--- config.mk ---
export PLATFORM = sky130hd
export DESIGN_NAME = acc_top
export DESIGN_NICKNAME = d
export VERILOG_FILES = /design/src/logic/acc_pkg.sv /design/src/logic/acc_chan.sv /design/src/logic/acc_top.sv
export SDC_FILE = /design/constraint.sdc
export NUM_CORES = 1
export LEC_CHECK = 0
export BUFFER_PORTS_ARGS = -buffer_cell sky130_fd_sc_hd__buf_4
export CAP_MARGIN = 25
export CELL_PAD_IN_SITES_DETAIL_PLACEMENT = 1
export CELL_PAD_IN_SITES_GLOBAL_PLACEMENT = 1
export CORE_ASPECT_RATIO = 1.4
export CORE_MARGIN = 1.5
export CORE_UTILIZATION = 38
export CTS_CLUSTER_SIZE = 20
export DETAILED_ROUTE_END_ITERATION = 16
export PLACE_DENSITY_LB_ADDON = 0.1
export SETUP_SLACK_MARGIN = 0.2
export SKIP_LAST_GASP = 1
export SLEW_MARGIN = 20
export SYNTH_ARGS = -nofsm -noshare
export SYNTH_HDL_FRONTEND = slang
export SYNTH_SLANG_ARGS = --single-unit
--- constraint.sdc ---
create_clock -name clk_sys_i -period 1.1 [get_ports clk_sys_i]
set_clock_uncertainty 0.05 [all_clocks]
set_input_delay 0.165 -clock clk_sys_i [delete_from_list [all_inputs] [get_ports clk_sys_i]]
set_output_delay 0.165 -clock clk_sys_i [all_outputs]
set_load 0.02 [all_outputs]
--- src/logic/acc_pkg.sv ---
/*
  Constants, register map and carrier types for the two-channel analog
  comparator control block.
  Assumes an 8-bit special function register bus on the system clock.
*/
`default_nettype none
package acc_pkg;
  // register addresses, index 0 and 1 are the two channels
  localparam logic [7:0] ACC_CN_ADDR [0:1] = '{8'h9A, 8'h9D};
  localparam logic [7:0] ACC_MD_ADDR [0:1] = '{8'h9B, 8'h9E};
  localparam logic [7:0] ACC_MX_ADDR [0:1] = '{8'h9C, 8'h9F};

  // control register fields
  localparam int ACC_CN_EN_BIT = 7;
  localparam int ACC_CN_OUT_BIT = 6;
  localparam int ACC_CN_RISE_BIT = 5;
  localparam int ACC_CN_FALL_BIT = 4;
  localparam int ACC_CN_HYP_LSB = 2;
  localparam int ACC_CN_HYN_LSB = 0;
  // mode register fields
  localparam int ACC_MD_RIE_BIT = 5;
  localparam int ACC_MD_FIE_BIT = 4;
  localparam int ACC_MD_MODE_LSB = 0;
  // input select register fields
  localparam int ACC_MX_PLUS_LSB = 0;
  localparam int ACC_MX_MINUS_LSB = 4;

  // values after reset, and the code that selects 20 mV hysteresis
  localparam logic [1:0] ACC_MODE_RST = 2'h2;
  localparam logic [1:0] ACC_FIELD2_RST = 2'h0;
  localparam logic [7:0] ACC_BYTE_RST = 8'h00;
  localparam logic [1:0] ACC_HYST_20MV_CODE = 2'h3;

  // one-hot hysteresis selection toward the analog core
  localparam logic [3:0] ACC_HYST_OFF = 4'h1;
  localparam logic [3:0] ACC_HYST_5MV = 4'h2;
  localparam logic [3:0] ACC_HYST_10MV = 4'h4;
  localparam logic [3:0] ACC_HYST_20MV = 4'h8;

  typedef struct packed {
    logic en;
    logic [1:0] pos_hyst;
    logic [1:0] neg_hyst;
    logic rise_ie;
    logic fall_ie;
    logic [1:0] mode;
    logic [1:0] plus_sel;
    logic [1:0] minus_sel;
  } acc_cfg_t;

  typedef struct packed {
    logic result;
    logic rise_flag;
    logic fall_flag;
    logic irq;
  } acc_stat_t;

  typedef struct packed {
    logic power;
    logic [1:0] mode;
    logic [1:0] plus_sel;
    logic [1:0] minus_sel;
    logic [3:0] pos_hyst;
    logic [3:0] neg_hyst;
  } acc_ana_t;

  // has_20mv is low for the channel-zero positive field, whose top code stays at 10 mV
  function automatic logic [3:0] acc_decode_hyst(input logic [1:0] code, input logic has_20mv);
    logic [3:0] sel;
    sel = ACC_HYST_OFF;
    unique case (code)
      2'h0: sel = ACC_HYST_OFF;
      2'h1: sel = ACC_HYST_5MV;
      2'h2: sel = ACC_HYST_10MV;
      2'h3: sel = has_20mv ? ACC_HYST_20MV : ACC_HYST_10MV;
    endcase
    return sel;
  endfunction : acc_decode_hyst
endpackage : acc_pkg
`default_nettype wire

--- src/logic/acc_chan.sv ---
/*
  One comparator channel: synchroniser, latched result, sticky edge flags
  and the interrupt request.
  Assumes cmp_raw_i is asynchronous to clk_sys_i; configuration inputs come
  from registers on the same clock.
*/
`timescale 1ns/10ps
`default_nettype none
module acc_chan (
  // clock and reset
  input wire logic clk_sys_i,
  input wire logic rstn_i,
  // analog comparator result
  input wire logic cmp_raw_i,
  // configuration
  input wire logic en_i,
  input wire logic rise_ie_i,
  input wire logic fall_ie_i,
  // software write of the flag bits
  input wire logic flag_wr_i,
  input wire logic rise_wdata_i,
  input wire logic fall_wdata_i,
  // status
  output acc_pkg::acc_stat_t stat_o
);
  logic sync_q1;
  logic sync_q2;
  logic result_q;
  logic prev_q;
  logic rise_q;
  logic fall_q;
  logic irq_q;
  logic next_sync1;
  logic next_sync2;
  logic next_result;
  logic next_prev;
  logic next_rise;
  logic next_fall;
  logic next_irq;
  logic rise_evt;
  logic fall_evt;

  always_comb
  begin
    next_sync1 = cmp_raw_i;
    next_sync2 = sync_q1;
    // disabled channel reads and drives low
    next_result = en_i & sync_q2;
    next_prev = result_q;
    rise_evt = en_i & result_q & ~prev_q;
    fall_evt = en_i & ~result_q & prev_q;
    // a hardware edge wins over a software clear in the same cycle
    next_rise = (flag_wr_i ? rise_wdata_i : rise_q) | rise_evt;
    next_fall = (flag_wr_i ? fall_wdata_i : fall_q) | fall_evt;
    next_irq = (next_rise & rise_ie_i) | (next_fall & fall_ie_i);
  end

  always_ff @(posedge clk_sys_i or negedge rstn_i)
  begin
    if (!rstn_i)
    begin
      sync_q1 <= 1'b0;
      sync_q2 <= 1'b0;
      result_q <= 1'b0;
      prev_q <= 1'b0;
      rise_q <= 1'b0;
      fall_q <= 1'b0;
      irq_q <= 1'b0;
    end
    else
    begin
      sync_q1 <= next_sync1;
      sync_q2 <= next_sync2;
      result_q <= next_result;
      prev_q <= next_prev;
      rise_q <= next_rise;
      fall_q <= next_fall;
      irq_q <= next_irq;
    end
  end

  // one driver for the whole carrier: result, rise flag, fall flag, irq
  assign stat_o = {result_q, rise_q, fall_q, irq_q};
endmodule : acc_chan
`default_nettype wire

--- src/logic/acc_top.sv ---
/*
  Two-channel analog comparator control: special function registers,
  analog core drive, crossbar outputs and interrupt requests.
  Assumes a single-cycle register bus on clk_sys_i; comparator results
  arrive asynchronously from the analog cores.
*/
// Overview of operation
// - two channels, alike but for channel-zero positive hysteresis; channel zero also offers its result as a reset source
// - raw output follows the comparator with no clock, usable in stop mode
// - latched output on the system clock, either output may go to a pin
// - each channel takes two-bit plus and minus input selects
// - enable bit powers the comparator; clearing it cuts supply and drives pins low
// - a disabled channel holds its routed pin output low
// - read-only result bit is 1 when plus exceeds minus
// - every falling transition sets the fall flag
// - every rising transition sets the rise flag
// - edge flags stay set until software writes them clear
// - interrupts on rising, falling or both transitions
// - negative hysteresis codes: off, 5 mV, 10 mV, 20 mV
// - channel-zero positive hysteresis: off, 5 mV, 10 mV, 10 mV
// - response time chosen by software through the mode register
// - control layout: enable 7, result 6, rise 5, fall 4, hysteresis 3:2 and 1:0
// - mode register: rise interrupt enable bit 5, fall bit 4, reset 0x02
// - response mode field: 0 fastest to 3 slowest, reset value 2
`timescale 1ns/10ps
`default_nettype none
module acc_top (
  // clock and reset
  input wire logic clk_sys_i,
  input wire logic rstn_i,
  // special function register bus
  input wire logic [7:0] sfr_addr_i,
  input wire logic sfr_wr_i,
  input wire logic sfr_rd_i,
  input wire logic [7:0] sfr_wdata_i,
  output logic [7:0] sfr_rdata_o,
  // analog comparator cores
  input wire logic cmp0_raw_i,
  input wire logic cmp1_raw_i,
  output acc_pkg::acc_ana_t chan0_ana_o,
  output acc_pkg::acc_ana_t chan1_ana_o,
  // crossbar outputs
  output logic chan0_raw_out_o,
  output logic chan1_raw_out_o,
  output logic chan0_latched_out_o,
  output logic chan1_latched_out_o,
  output logic chan0_reset_src_o,
  // interrupt requests
  output logic chan0_irq_o,
  output logic chan1_irq_o
);
  acc_pkg::acc_cfg_t cfg_q [0:1];
  acc_pkg::acc_cfg_t next_cfg [0:1];
  acc_pkg::acc_stat_t stat [0:1];
  acc_pkg::acc_ana_t ana_q [0:1];
  acc_pkg::acc_ana_t next_ana [0:1];
  logic [7:0] rdata_q;
  logic [7:0] next_rdata;
  logic [1:0] wr_cn;
  logic [1:0] wr_md;
  logic [1:0] wr_mx;
  logic cmp_raw [0:1];

  function automatic logic [7:0] pack_cn(input acc_pkg::acc_cfg_t c, input acc_pkg::acc_stat_t s);
    logic [7:0] v;
    v = acc_pkg::ACC_BYTE_RST;
    v[acc_pkg::ACC_CN_EN_BIT] = c.en;
    v[acc_pkg::ACC_CN_OUT_BIT] = s.result;
    v[acc_pkg::ACC_CN_RISE_BIT] = s.rise_flag;
    v[acc_pkg::ACC_CN_FALL_BIT] = s.fall_flag;
    v[acc_pkg::ACC_CN_HYP_LSB +: 2] = c.pos_hyst;
    v[acc_pkg::ACC_CN_HYN_LSB +: 2] = c.neg_hyst;
    return v;
  endfunction : pack_cn

  // unused bits read as zero
  function automatic logic [7:0] pack_md(input acc_pkg::acc_cfg_t c);
    logic [7:0] v;
    v = acc_pkg::ACC_BYTE_RST;
    v[acc_pkg::ACC_MD_RIE_BIT] = c.rise_ie;
    v[acc_pkg::ACC_MD_FIE_BIT] = c.fall_ie;
    v[acc_pkg::ACC_MD_MODE_LSB +: 2] = c.mode;
    return v;
  endfunction : pack_md

  function automatic logic [7:0] pack_mx(input acc_pkg::acc_cfg_t c);
    logic [7:0] v;
    v = acc_pkg::ACC_BYTE_RST;
    v[acc_pkg::ACC_MX_PLUS_LSB +: 2] = c.plus_sel;
    v[acc_pkg::ACC_MX_MINUS_LSB +: 2] = c.minus_sel;
    return v;
  endfunction : pack_mx

  assign cmp_raw[0] = cmp0_raw_i;
  assign cmp_raw[1] = cmp1_raw_i;

  always_comb
  begin
    for (int i = 0; i < 2; i++)
    begin
      wr_cn[i] = sfr_wr_i && (sfr_addr_i == acc_pkg::ACC_CN_ADDR[i]);
      wr_md[i] = sfr_wr_i && (sfr_addr_i == acc_pkg::ACC_MD_ADDR[i]);
      wr_mx[i] = sfr_wr_i && (sfr_addr_i == acc_pkg::ACC_MX_ADDR[i]);
    end
  end

  // configuration registers; flag bits live in the channel
  always_comb
  begin
    for (int i = 0; i < 2; i++)
    begin
      next_cfg[i] = cfg_q[i];
      if (wr_cn[i])
      begin
        next_cfg[i].en = sfr_wdata_i[acc_pkg::ACC_CN_EN_BIT];
        next_cfg[i].pos_hyst = sfr_wdata_i[acc_pkg::ACC_CN_HYP_LSB +: 2];
        next_cfg[i].neg_hyst = sfr_wdata_i[acc_pkg::ACC_CN_HYN_LSB +: 2];
      end
      if (wr_md[i])
      begin
        next_cfg[i].rise_ie = sfr_wdata_i[acc_pkg::ACC_MD_RIE_BIT];
        next_cfg[i].fall_ie = sfr_wdata_i[acc_pkg::ACC_MD_FIE_BIT];
        next_cfg[i].mode = sfr_wdata_i[acc_pkg::ACC_MD_MODE_LSB +: 2];
      end
      if (wr_mx[i])
      begin
        next_cfg[i].plus_sel = sfr_wdata_i[acc_pkg::ACC_MX_PLUS_LSB +: 2];
        next_cfg[i].minus_sel = sfr_wdata_i[acc_pkg::ACC_MX_MINUS_LSB +: 2];
      end
    end
  end

  always_ff @(posedge clk_sys_i or negedge rstn_i)
  begin
    if (!rstn_i)
    begin
      for (int i = 0; i < 2; i++)
      begin
        cfg_q[i].en <= 1'b0;
        cfg_q[i].pos_hyst <= acc_pkg::ACC_FIELD2_RST;
        cfg_q[i].neg_hyst <= acc_pkg::ACC_FIELD2_RST;
        cfg_q[i].rise_ie <= 1'b0;
        cfg_q[i].fall_ie <= 1'b0;
        cfg_q[i].mode <= acc_pkg::ACC_MODE_RST;
        cfg_q[i].plus_sel <= acc_pkg::ACC_FIELD2_RST;
        cfg_q[i].minus_sel <= acc_pkg::ACC_FIELD2_RST;
      end
    end
    else
    begin
      for (int i = 0; i < 2; i++)
      begin
        cfg_q[i] <= next_cfg[i];
      end
    end
  end

  // analog drive is registered so the cores see glitch-free controls
  always_comb
  begin
    for (int i = 0; i < 2; i++)
    begin
      next_ana[i].power = cfg_q[i].en;
      next_ana[i].mode = cfg_q[i].mode;
      next_ana[i].plus_sel = cfg_q[i].plus_sel;
      next_ana[i].minus_sel = cfg_q[i].minus_sel;
      next_ana[i].pos_hyst = acc_pkg::acc_decode_hyst(cfg_q[i].pos_hyst, i != 0);
      next_ana[i].neg_hyst = acc_pkg::acc_decode_hyst(cfg_q[i].neg_hyst, 1'b1);
    end
  end

  always_ff @(posedge clk_sys_i or negedge rstn_i)
  begin
    if (!rstn_i)
    begin
      for (int i = 0; i < 2; i++)
      begin
        ana_q[i].power <= 1'b0;
        ana_q[i].mode <= acc_pkg::ACC_MODE_RST;
        ana_q[i].plus_sel <= acc_pkg::ACC_FIELD2_RST;
        ana_q[i].minus_sel <= acc_pkg::ACC_FIELD2_RST;
        ana_q[i].pos_hyst <= acc_pkg::ACC_HYST_OFF;
        ana_q[i].neg_hyst <= acc_pkg::ACC_HYST_OFF;
      end
    end
    else
    begin
      for (int i = 0; i < 2; i++)
      begin
        ana_q[i] <= next_ana[i];
      end
    end
  end

  // read data is captured on the read strobe and held; unmapped reads give zero
  always_comb
  begin
    next_rdata = rdata_q;
    if (sfr_rd_i)
    begin
      next_rdata = acc_pkg::ACC_BYTE_RST;
      for (int i = 0; i < 2; i++)
      begin
        if (sfr_addr_i == acc_pkg::ACC_CN_ADDR[i])
          next_rdata = pack_cn(cfg_q[i], stat[i]);
        if (sfr_addr_i == acc_pkg::ACC_MD_ADDR[i])
          next_rdata = pack_md(cfg_q[i]);
        if (sfr_addr_i == acc_pkg::ACC_MX_ADDR[i])
          next_rdata = pack_mx(cfg_q[i]);
      end
    end
  end

  always_ff @(posedge clk_sys_i or negedge rstn_i)
  begin
    if (!rstn_i)
      rdata_q <= acc_pkg::ACC_BYTE_RST;
    else
      rdata_q <= next_rdata;
  end

  for (genvar g = 0; g < 2; g++)
  begin : g_chan
    acc_chan u_chan (
      .clk_sys_i(clk_sys_i),
      .rstn_i(rstn_i),
      .cmp_raw_i(cmp_raw[g]),
      .en_i(cfg_q[g].en),
      .rise_ie_i(cfg_q[g].rise_ie),
      .fall_ie_i(cfg_q[g].fall_ie),
      .flag_wr_i(wr_cn[g]),
      .rise_wdata_i(sfr_wdata_i[acc_pkg::ACC_CN_RISE_BIT]),
      .fall_wdata_i(sfr_wdata_i[acc_pkg::ACC_CN_FALL_BIT]),
      .stat_o(stat[g])
    );
  end

  assign sfr_rdata_o = rdata_q;
  assign chan0_ana_o = ana_q[0];
  assign chan1_ana_o = ana_q[1];
  // raw path must work with the clock stopped, so it bypasses the synchroniser and is gated only by the enable register bit
  assign chan0_raw_out_o = cmp0_raw_i & cfg_q[0].en;
  assign chan1_raw_out_o = cmp1_raw_i & cfg_q[1].en;
  assign chan0_latched_out_o = stat[0].result;
  assign chan1_latched_out_o = stat[1].result;
  assign chan0_reset_src_o = stat[0].result;
  assign chan0_irq_o = stat[0].irq;
  assign chan1_irq_o = stat[1].irq;
endmodule : acc_top
`default_nettype wire

==> results of run 1 <==
-- Yosys cell counts (all sizes together) --
master	n	area [um2]
dfrtp	69	1730
mux2	27	304
nor2	15	56.3
nor2b	9	56.3
a31oi	8	50.1
and2	8	50.1
dfstp	8	210
inv	8	30.0
buf	7	41.3
mux2i	7	70.1
nand2	6	22.5
nand3	6	30.0
nand3b	5	37.5
nor3	5	41.3
a32oi	4	35.0
nand2b	4	25.0
nand4	4	25.0
o22ai	4	25.0
clkbuf	3	11.3
o221ai	3	26.3
a211oi	2	15.0
a22o	2	17.5
nand4bb	2	22.5
o31ai	2	15.0
a21oi	1	5.00
and4	1	8.76
and4bb	1	12.5
conb	1	3.75
nor4	1	6.26
nor4bb	1	10.0
o211ai	1	7.51
o21ai	1	5.00
-- sequential cells by signal, summed over array words and instances, names as in the netlist --
name,count
g_chan.u_chan.rise_q,2
sfr_rdata_o,8
g_chan.u_chan.irq_q,2
g_chan.u_chan.sync_q2,2
g_chan.u_chan.fall_q,2
g_chan.u_chan.prev_q,2
chan0_ana_o,14
chan1_ana_o,15
g_chan.u_chan.next_prev,2
cfg_q,26
g_chan.u_chan.next_sync2,2
-- cell families (layout without fill, tap and decap cells) --
| family | count (synthesis) | in the layout |
|---|---|---|
| flip-flops | 77 | 77 |
| AND/OR/NAND/NOR | 68 | 68 |
| multiplexers | 34 | 34 |
| AO/OA/AOI/OAI | 28 | 28 |
| buffers and inverters | 18 | 170 |
| other | 1 | 1 |
-- repair_timing --
action / in CTS / in global routing
hold endpoints to repair: 81 / 0
gates resized for setup: 102 / 35
endpoints found under the setup margin: 84 / 87
pin swaps: 23 / 20
buffers inserted: 21 / 9
hold buffers: 6 / 0
-- cells in the final DEF, fill, tap and decap left out, types with 4 or more instances in the layout --
cell type	instances
buf_6	72
dfrtp_1	68
buf_4	65
mux2_4	20
nor2_1	11
clkbuf_8	11
nor2b_1	9
dfstp_2	8
mux2_2	7
inv_1	6
mux2i_1	6
dlygate4sd3_1	6
nand3b_1	5
a31oi_1	5
and2_1	4
and2_4	4
nand4_1	4
nand2_1	4
nor2_4	4
nand3_1	4
-- worst max-delay path by stage --
stage | startpoint | to | slack (ns) | cells past startpoint
after global placement | sfr_addr_i[6] | cfg_q[2] | -0.44 | 5
final | cfg_q[12] | chan1_raw_out_o | -0.25 | 3
after CTS | cfg_q[12] | chan1_raw_out_o | -0.25 | 3
after detailed placement | sfr_addr_i[6] | cfg_q[1] | -0.50 | 5
after floorplan | sfr_addr_i[6] | cfg_q[0] | -0.24 | 4
after global routing | cfg_q[12] | sfr_rdata_o[7] | -0.29 | 6
-- stage by stage --
step,utilization,std cells
5_1_grt,0.654,478
6_report,0.654,478
3_5_place_dp,0.516,426
2_1_floorplan,-,226
3_3_place_gp,0.516,426
4_1_cts,0.620,469
-- cell type report --
| cell class | count | area [um2] | area share |
|---|---|---|---|
| well taps | 100 | 125 | 0.0249 |
| flip-flops and latches | 77 | 1940 | 0.385 |
| inverters | 8 | 32.5 | 0.00646 |
| clock inverters | 3 | 20.0 | 0.00398 |
| multi-input cells | 131 | 1340 | 0.266 |
| repair buffers | 146 | 1420 | 0.282 |
| clock buffers | 13 | 159 | 0.0316 |
-- layer usage --
| layer | global-route usage | vias to the layer above | share of wire |
|---|---|---|---|
| li1 | - | 1096 | - |
| met1 | 0.261 | 1260 | 0.40 |
| met2 | 0.372 | 55 | 0.53 |
| met3 | 0.0430 | 22 | 0.028 |
| met4 | 0.119 | 0 | 0.038 |
| met5 | 0 | - | 0 |
-- power groups by stage --
stage                     clock [uW]  combinational [uW]  sequential [uW]
after floorplan                    0                 216             3190
after global placement             0                 694             3100
after detailed placement           0                 707             3110
after CTS                       2000                 872             3060
after global routing            2120                1020             3080
final                           1990                 959             3070
==> summary.txt, run 1 <==
CTS
  • Worst-case clock buffer depth: 2
  • Clk Latency, worst-skew pair: 0.36 ns
  • Num CTS Buffers: 9
  • Worst-path clk slew: 0.09 ns
  • H-tree depth: 3
  • Root buffer cell: clkbuf_8
  • CTS tree: yes
  • CTS Sinks: 77

Detailed routing
  • DRT iter0 DRCs: 90
  • Wire per inst: 19.5 um
  • Remaining DRCs: 0
  • Routed wire length: 9330 um
  • Via count: 2433
  • Via/cell ratio: 5.09
  • DR pass1 iterations: 4
  • Remaining antenna violation count: 0

Timing
  • Final Hold Viols: 0
  • WHS: 0.0688 ns
  • RSZ-0062 raised after global routing: yes
  • Total negative setup slack: -3.68 ns
  • Period utilization: 1.23
  • Max Fclk: 742 MHz
  • Tmin final: 1.35 ns
  • Final setup vio count: 49
  • Fin. max-slew vios: 0
  • Setup ws final: -0.249 ns

Power and ir drop
  • Clock group share of total power: 0.331
  • Part of the power in registers: 0.510
  • Leak: 0.00239 uW
  • Tot Pwr: 6020 uW
  • PD cells: 1200 nW/um2
  • Switching Share: 0.265
  • Pint: 4420 uW
  • Peak VDD IR: 826 uV
  • P_sw: 1590 uW
  • Comb pwr share: 0.159

Status
  • Failing checks: negative setup slack
  • Outcome: finished with violations

Global route
  • Total track usage: 0.219
  • Global-route wire length before repair: 13700 um
  • Pin count of the biggest net entering global routing: 27
  • GR Overflow Total: 0
  • Vias in the first global route: 2671
  • Initial antenna violation count: 0

Setup path
  • CP delay by family, top: flip-flops
  • Worst r2r path cells: 6
  • Slowest stage cell, crit path: dfrtp_1
  • Worst reg-to-reg setup slack: -0.24 ns
  • Most used cell, CP: buf_6
  • Crit Path Category: flip-flop to primary output
  • Crit path buf inv count: 2
  • Critical-path maximum fanout: 2
  • Crit-path cells: buf_6 > and2_4 > buf_6
  • Arr. time, crit path: 1.13 ns
  • Endpoint class of the critical path: primary output
  • Worst R2R Start: cfg_q[12]
  • Crit start category: flip-flop
  • Worst Path Required: 0.88 ns
  • Worst stage delay on the critical path: 0.40 ns
  • Reg2reg end: sfr_rdata_o[7]

Placed design
  • Buffers added on ports: 64
  • GP Congestion: 0.863
  • Place WS: -0.496 ns
  • Area after DPL: 3980 um2
  • Placed wire-length estimate: 5470 um

Yosys
  • Flops & latches, synth: 77
  • Library cells used by synthesis: 36
  • Post-Synth Adder-Cell Area: 0
  • Post-Synth XOR/XNOR Area: 0
  • Netlist area before placement: 3000 um2
  • Largest family of logic cells by synthesized area: simple AND/OR/NAND/NOR gates
  • Yosys warning count: 0
  • Post-Synthesis Cells: 226
  • Sequential element share of the synthesized area: 0.645
  • Post-synthesis mux area share: 0.125
  • Net Count, Synth: 248
  • Mean Syn Cell Area: 13.3 um2
  • Post-Synth Simple-Gate Area: 0.135
  • Synth Area in Compound Gates: 0.0671

Cells and area
  • Layout fillers: 741
  • Syn-to-layout area delta: 67.6%
  • Finished Cell Area: 5030 um2
  • Fin nets: 395
  • ANT cells: 0
  • Proportion of layout cells with a drive suffix above 1: 0.601

Worst hold path
  • Worst hold start: sfr_wdata_i[1]
  • Worst Hold Class: primary input to flip-flop
  • Worst hold endpoint: cfg_q[3]
  • Hold Crit Depth: 2

Die
  • Initial Util: 0.390
  • Die ar.: 8450 um2
  • Row count: 38
  • I/O pin count: 67
  • Core area: 7700 um2
  • Die Ht: 108 um
  • Horiz. Die Dim: 78.1 um

Flow run
  • Max-cap violation count: 0
Note: power is estimated with default switching activity, not from simulation.
==> inputs of run 2 (changes only) <==
--- a/config.mk
+++ b/config.mk
@@ -5,13 +5,14 @@
 export SDC_FILE = /design/constraint.sdc
 export NUM_CORES = 1
 export LEC_CHECK = 0
+export ABC_AREA = 1
 export BUFFER_PORTS_ARGS = -buffer_cell sky130_fd_sc_hd__buf_4
 export CAP_MARGIN = 25
 export CELL_PAD_IN_SITES_DETAIL_PLACEMENT = 1
 export CELL_PAD_IN_SITES_GLOBAL_PLACEMENT = 1
 export CORE_ASPECT_RATIO = 1.4
 export CORE_MARGIN = 1.5
-export CORE_UTILIZATION = 38
+export CORE_UTILIZATION = 44
 export CTS_CLUSTER_SIZE = 20
 export DETAILED_ROUTE_END_ITERATION = 16
 export PLACE_DENSITY_LB_ADDON = 0.1
==> constraint.sdc (replaced) <==
create_clock -name clk_sys_i -period 1.7 [get_ports clk_sys_i]
set_clock_uncertainty 0.05 [all_clocks]
set_input_delay 0.255 -clock clk_sys_i [delete_from_list [all_inputs] [get_ports clk_sys_i]]
set_output_delay 0.255 -clock clk_sys_i [all_outputs]
set_load 0.02 [all_outputs]
==> run 2 against run 1 <==
The run now ends clean. Synthesized area rose by 1.0%. Die area fell by 12%. Worst hold slack lost 0.0030 ns. Wire length fell by 25%. Largest power group unchanged. Highest routed layer unchanged.
==> summary.txt, run 2 <==
Cells and area
  • Top reg by flops: cfg_q
  • Max reg flops: 26 (unchanged)
  • Finished Cell Area: 3890 um2 (-23%)
  • Proportion of layout cells with a drive suffix above 1: 0.294 (-0.307)
  • Syn-to-layout area delta: 28.2%
  • Commonest non-fill, non-tap cell in the layout: nand2_1
  • Most frequent cells in the layout: nand2_1 (75), dfrtp_1 (69), buf_4 (64)
  • Finished Layout Cells: 480 (+0.42%)
  • Fin nets: 405 (+2.5%)
  • ANT cells: 0 (unchanged)
  • Layout fillers: 776 (+4.7%)

Status
  • Outcome: finished clean

Setup path
  • Worst stage delay on the critical path: 0.54 ns (+0.14 ns)
  • Worst Path Required: 1.39 ns (+0.51 ns)
  • Reg2reg end: sfr_rdata_o[0]
  • Critical-path maximum fanout: 2 (unchanged)
  • Crit start category: primary input
  • Worst R2R Start: cfg_q[21]
  • Endpoint class of the critical path: primary output
  • Arr. time, crit path: 1.16 ns (+0.03 ns)
  • Slowest stage cell, crit path: dlygate4sd3_1
  • Crit Path Category: primary input to primary output
  • Crit-path cells: dlygate4sd3_1 > buf_4 > nand2_2 > inv_1 > buf_6
  • Worst r2r path cells: 6 (unchanged)
  • Worst reg-to-reg setup slack: 0.57 ns (+0.81 ns)

Placed design
  • Buffers added on ports: 64 (unchanged)
  • Placed wire-length estimate: 4980 um (-9.1%)
  • Placed cells: 461 (+8.2%)
  • GP Congestion: 0.765 (-11%)
  • Area after DPL: 3640 um2 (-8.5%)

Detailed routing
  • Remaining DRCs: 0 (unchanged)
  • Via/cell ratio: 4.85 (-4.7%)
  • Remaining antenna violation count: 0 (unchanged)
  • Routed wire length: 6990 um (-25%)
  • DRT iter0 DRCs: 158 (+76%)
  • Wire per inst: 14.6 um (-25%)
  • DR pass1 iterations: 4 (unchanged)
  • Via count: 2328 (-4.3%)

Timing
  • Final Hold Viols: 0 (unchanged)
  • Max Fclk: 681 MHz
  • Period utilization: 0.863
  • Total negative setup slack: 0 ns (+3.68 ns)
  • Fin. max-slew vios: 0 (unchanged)
  • RSZ-0062 raised after global routing: no
  • Final setup vio count: 0 (-100%)
  • Tmin final: 1.47 ns

Yosys
  • Largest family of logic cells by synthesized area: simple AND/OR/NAND/NOR gates
  • Netlist area before placement: 3030 um2 (+1.0%)
  • Synth top cells by count: nand2_1 (76), dfrtp_1 (69), inv_1 (35)
  • Post-Synth XOR/XNOR Area: 0 (unchanged)
  • Fraction of registers with async set/reset: 1.00 (unchanged)
  • Post-Synth Adder-Cell Area: 0 (unchanged)
  • Synth Area in Compound Gates: 0.0701 (+0.00305)
  • Most numerous cell in the Yosys netlist: nand2_1
  • Post-Synthesis Cells: 308 (+36%)
  • Cell taking the most area after synthesis: dfrtp_1
  • Library cells used by synthesis: 28 (-22%)
  • Synth top area cells: dfrtp_1 (57%), nand2_1 (9.4%), dfstp_2 (6.9%), inv_1 (4.3%), nor2_1 (3.5%)
  • Mean Syn Cell Area: 9.85 um2 (-26%)
  • Top-area cell type share of the netlist area: 0.569 (-0.00569)
  • Yosys warning count: 0 (unchanged)
  • Post-Synth Simple-Gate Area: 0.228 (+0.0936)
  • Flops & latches, synth: 77 (unchanged)
  • Net Count, Synth: 330 (+33%)
  • Sequential element share of the synthesized area: 0.639 (-0.00639)
  • Most used DFF post-synth: dfrtp_1
  • Number of flops mapped to enable cells by yosys: 0 (unchanged)
  • Post-synthesis mux area share: 0 (-0.125)

Worst hold path
  • Worst hold endpoint: cfg_q[12]
  • Worst hold start: sfr_wdata_i[7]
  • Hold Crit Depth: 3 (+1)
  • Worst Hold Class: primary input to flip-flop

Power and ir drop
  • Leak: 0.00201 uW (-16%)
  • Peak VDD IR: 633 uV (-23%)
  • PD cells: 1000 nW/um2 (-16%)

CTS
  • CTS Sinks: 77 (unchanged)
  • H-tree depth: 3 (unchanged)
  • Clk Latency, worst-skew pair: 0.36 ns (about the same)
  • Setup Buffers After CTS: 0 (-100%)
  • Root buffer cell: clkbuf_8
  • Worst-case clock buffer depth: 2 (unchanged)
  • Worst-path clk slew: 0.08 ns (about the same)
  • Num CTS Buffers: 9 (unchanged)
  • CTS tree: yes

Global route
  • Busiest grt layer: met2
  • Grt met2 use: 0.347 (-0.0252)
  • Initial antenna violation count: 0 (unchanged)
  • Total track usage: 0.211 (-0.00813)
  • GR Overflow Total: 0 (unchanged)
  • Met1 Resource Use GR: 0.263 (+0.00203)
  • Pin count of the biggest net entering global routing: 46 (+70%)
  • Met3 usage: 0.0537 (+0.0107)
  • Global-route wire length before repair: 11500 um (-16%)
  • Vias in the first global route: 2348 (-12%)

Die
  • Die ar.: 7410 um2 (-12%)
  • I/O pin count: 67 (unchanged)
  • Horiz. Die Dim: 73.2 um (-6.3%)
  • Row count: 35 (-7.9%)
  • Core area: 6610 um2 (-14%)
  • Die Ht: 101 um (-6.4%)
  • Initial Util: 0.459 (+0.0688)

Flow run
  • Max-cap violation count: 0 (unchanged)
[run 2: stage by stage]
step                      hold slack (ns)  setup slack, ns  utilization  total power, uW
final                              0.0658            0.233        0.588             3900
after global routing               0.0672            0.198        0.588             4050
after CTS                          0.0556            0.222        0.587             3940
after global placement             0.0305            0.272        0.550             2410
after floorplan                   -0.0906            0.492            -             2200
after detailed placement           0.0339            0.211        0.550             2420
[run 2: repair_timing]
item	4_1_cts	5_1_grt
hold buffers	3	0
endpoints found under the hold margin	72	0
endpoints found under the setup margin	0	1
resized for setup	0	2
[run 2: worst max-delay path: cells and delay by family]
family	cells	cell delay, ns
and+or+nand+nor	1	0.06
buffers and inverters	4	0.85
[run 2: report_power, final]
group	internal (uW)	switching, uW	leakage (uW)
logic	154	240	0.000976
clock network	833	681	0.000100
registers	1930	59.1	0.000936
[run 2: how the worst max path moves through the flow]
stage,start,to,cells after the start
after floorplan,sfr_addr_i[6],cfg_q[13],8
after detailed placement,sfr_addr_i[6],sfr_rdata_o[5],10
after global placement,sfr_addr_i[6],cfg_q[3],10
after global routing,cmp1_raw_i,chan1_raw_out_o,5
final,cmp1_raw_i,chan1_raw_out_o,5
after CTS,cmp1_raw_i,chan1_raw_out_o,5
[run 2: per-layer routing]
layer	wire [um]	vias up
met5	0	-
met4	136	0
met3	308	11
met2	3600	58
met1	2940	1141
li1	-	1118
[run 2: area by class of cell]
class / count / area, um2 / area share
sequential: 77 / 1940 / 0.498
multi-input combinational: 186 / 911 / 0.234
timing repair buffer: 70 / 562 / 0.144
inverter: 39 / 149 / 0.0383
clock buffer: 11 / 131 / 0.0338
tap: 92 / 115 / 0.0296
clock inverter: 5 / 83.8 / 0.0216
[run 2: kinds of logic after synthesis]
family | count (synthesis)
other cells | 1
buf+inv | 45
compound gates | 39
flops | 77
simple gates | 146
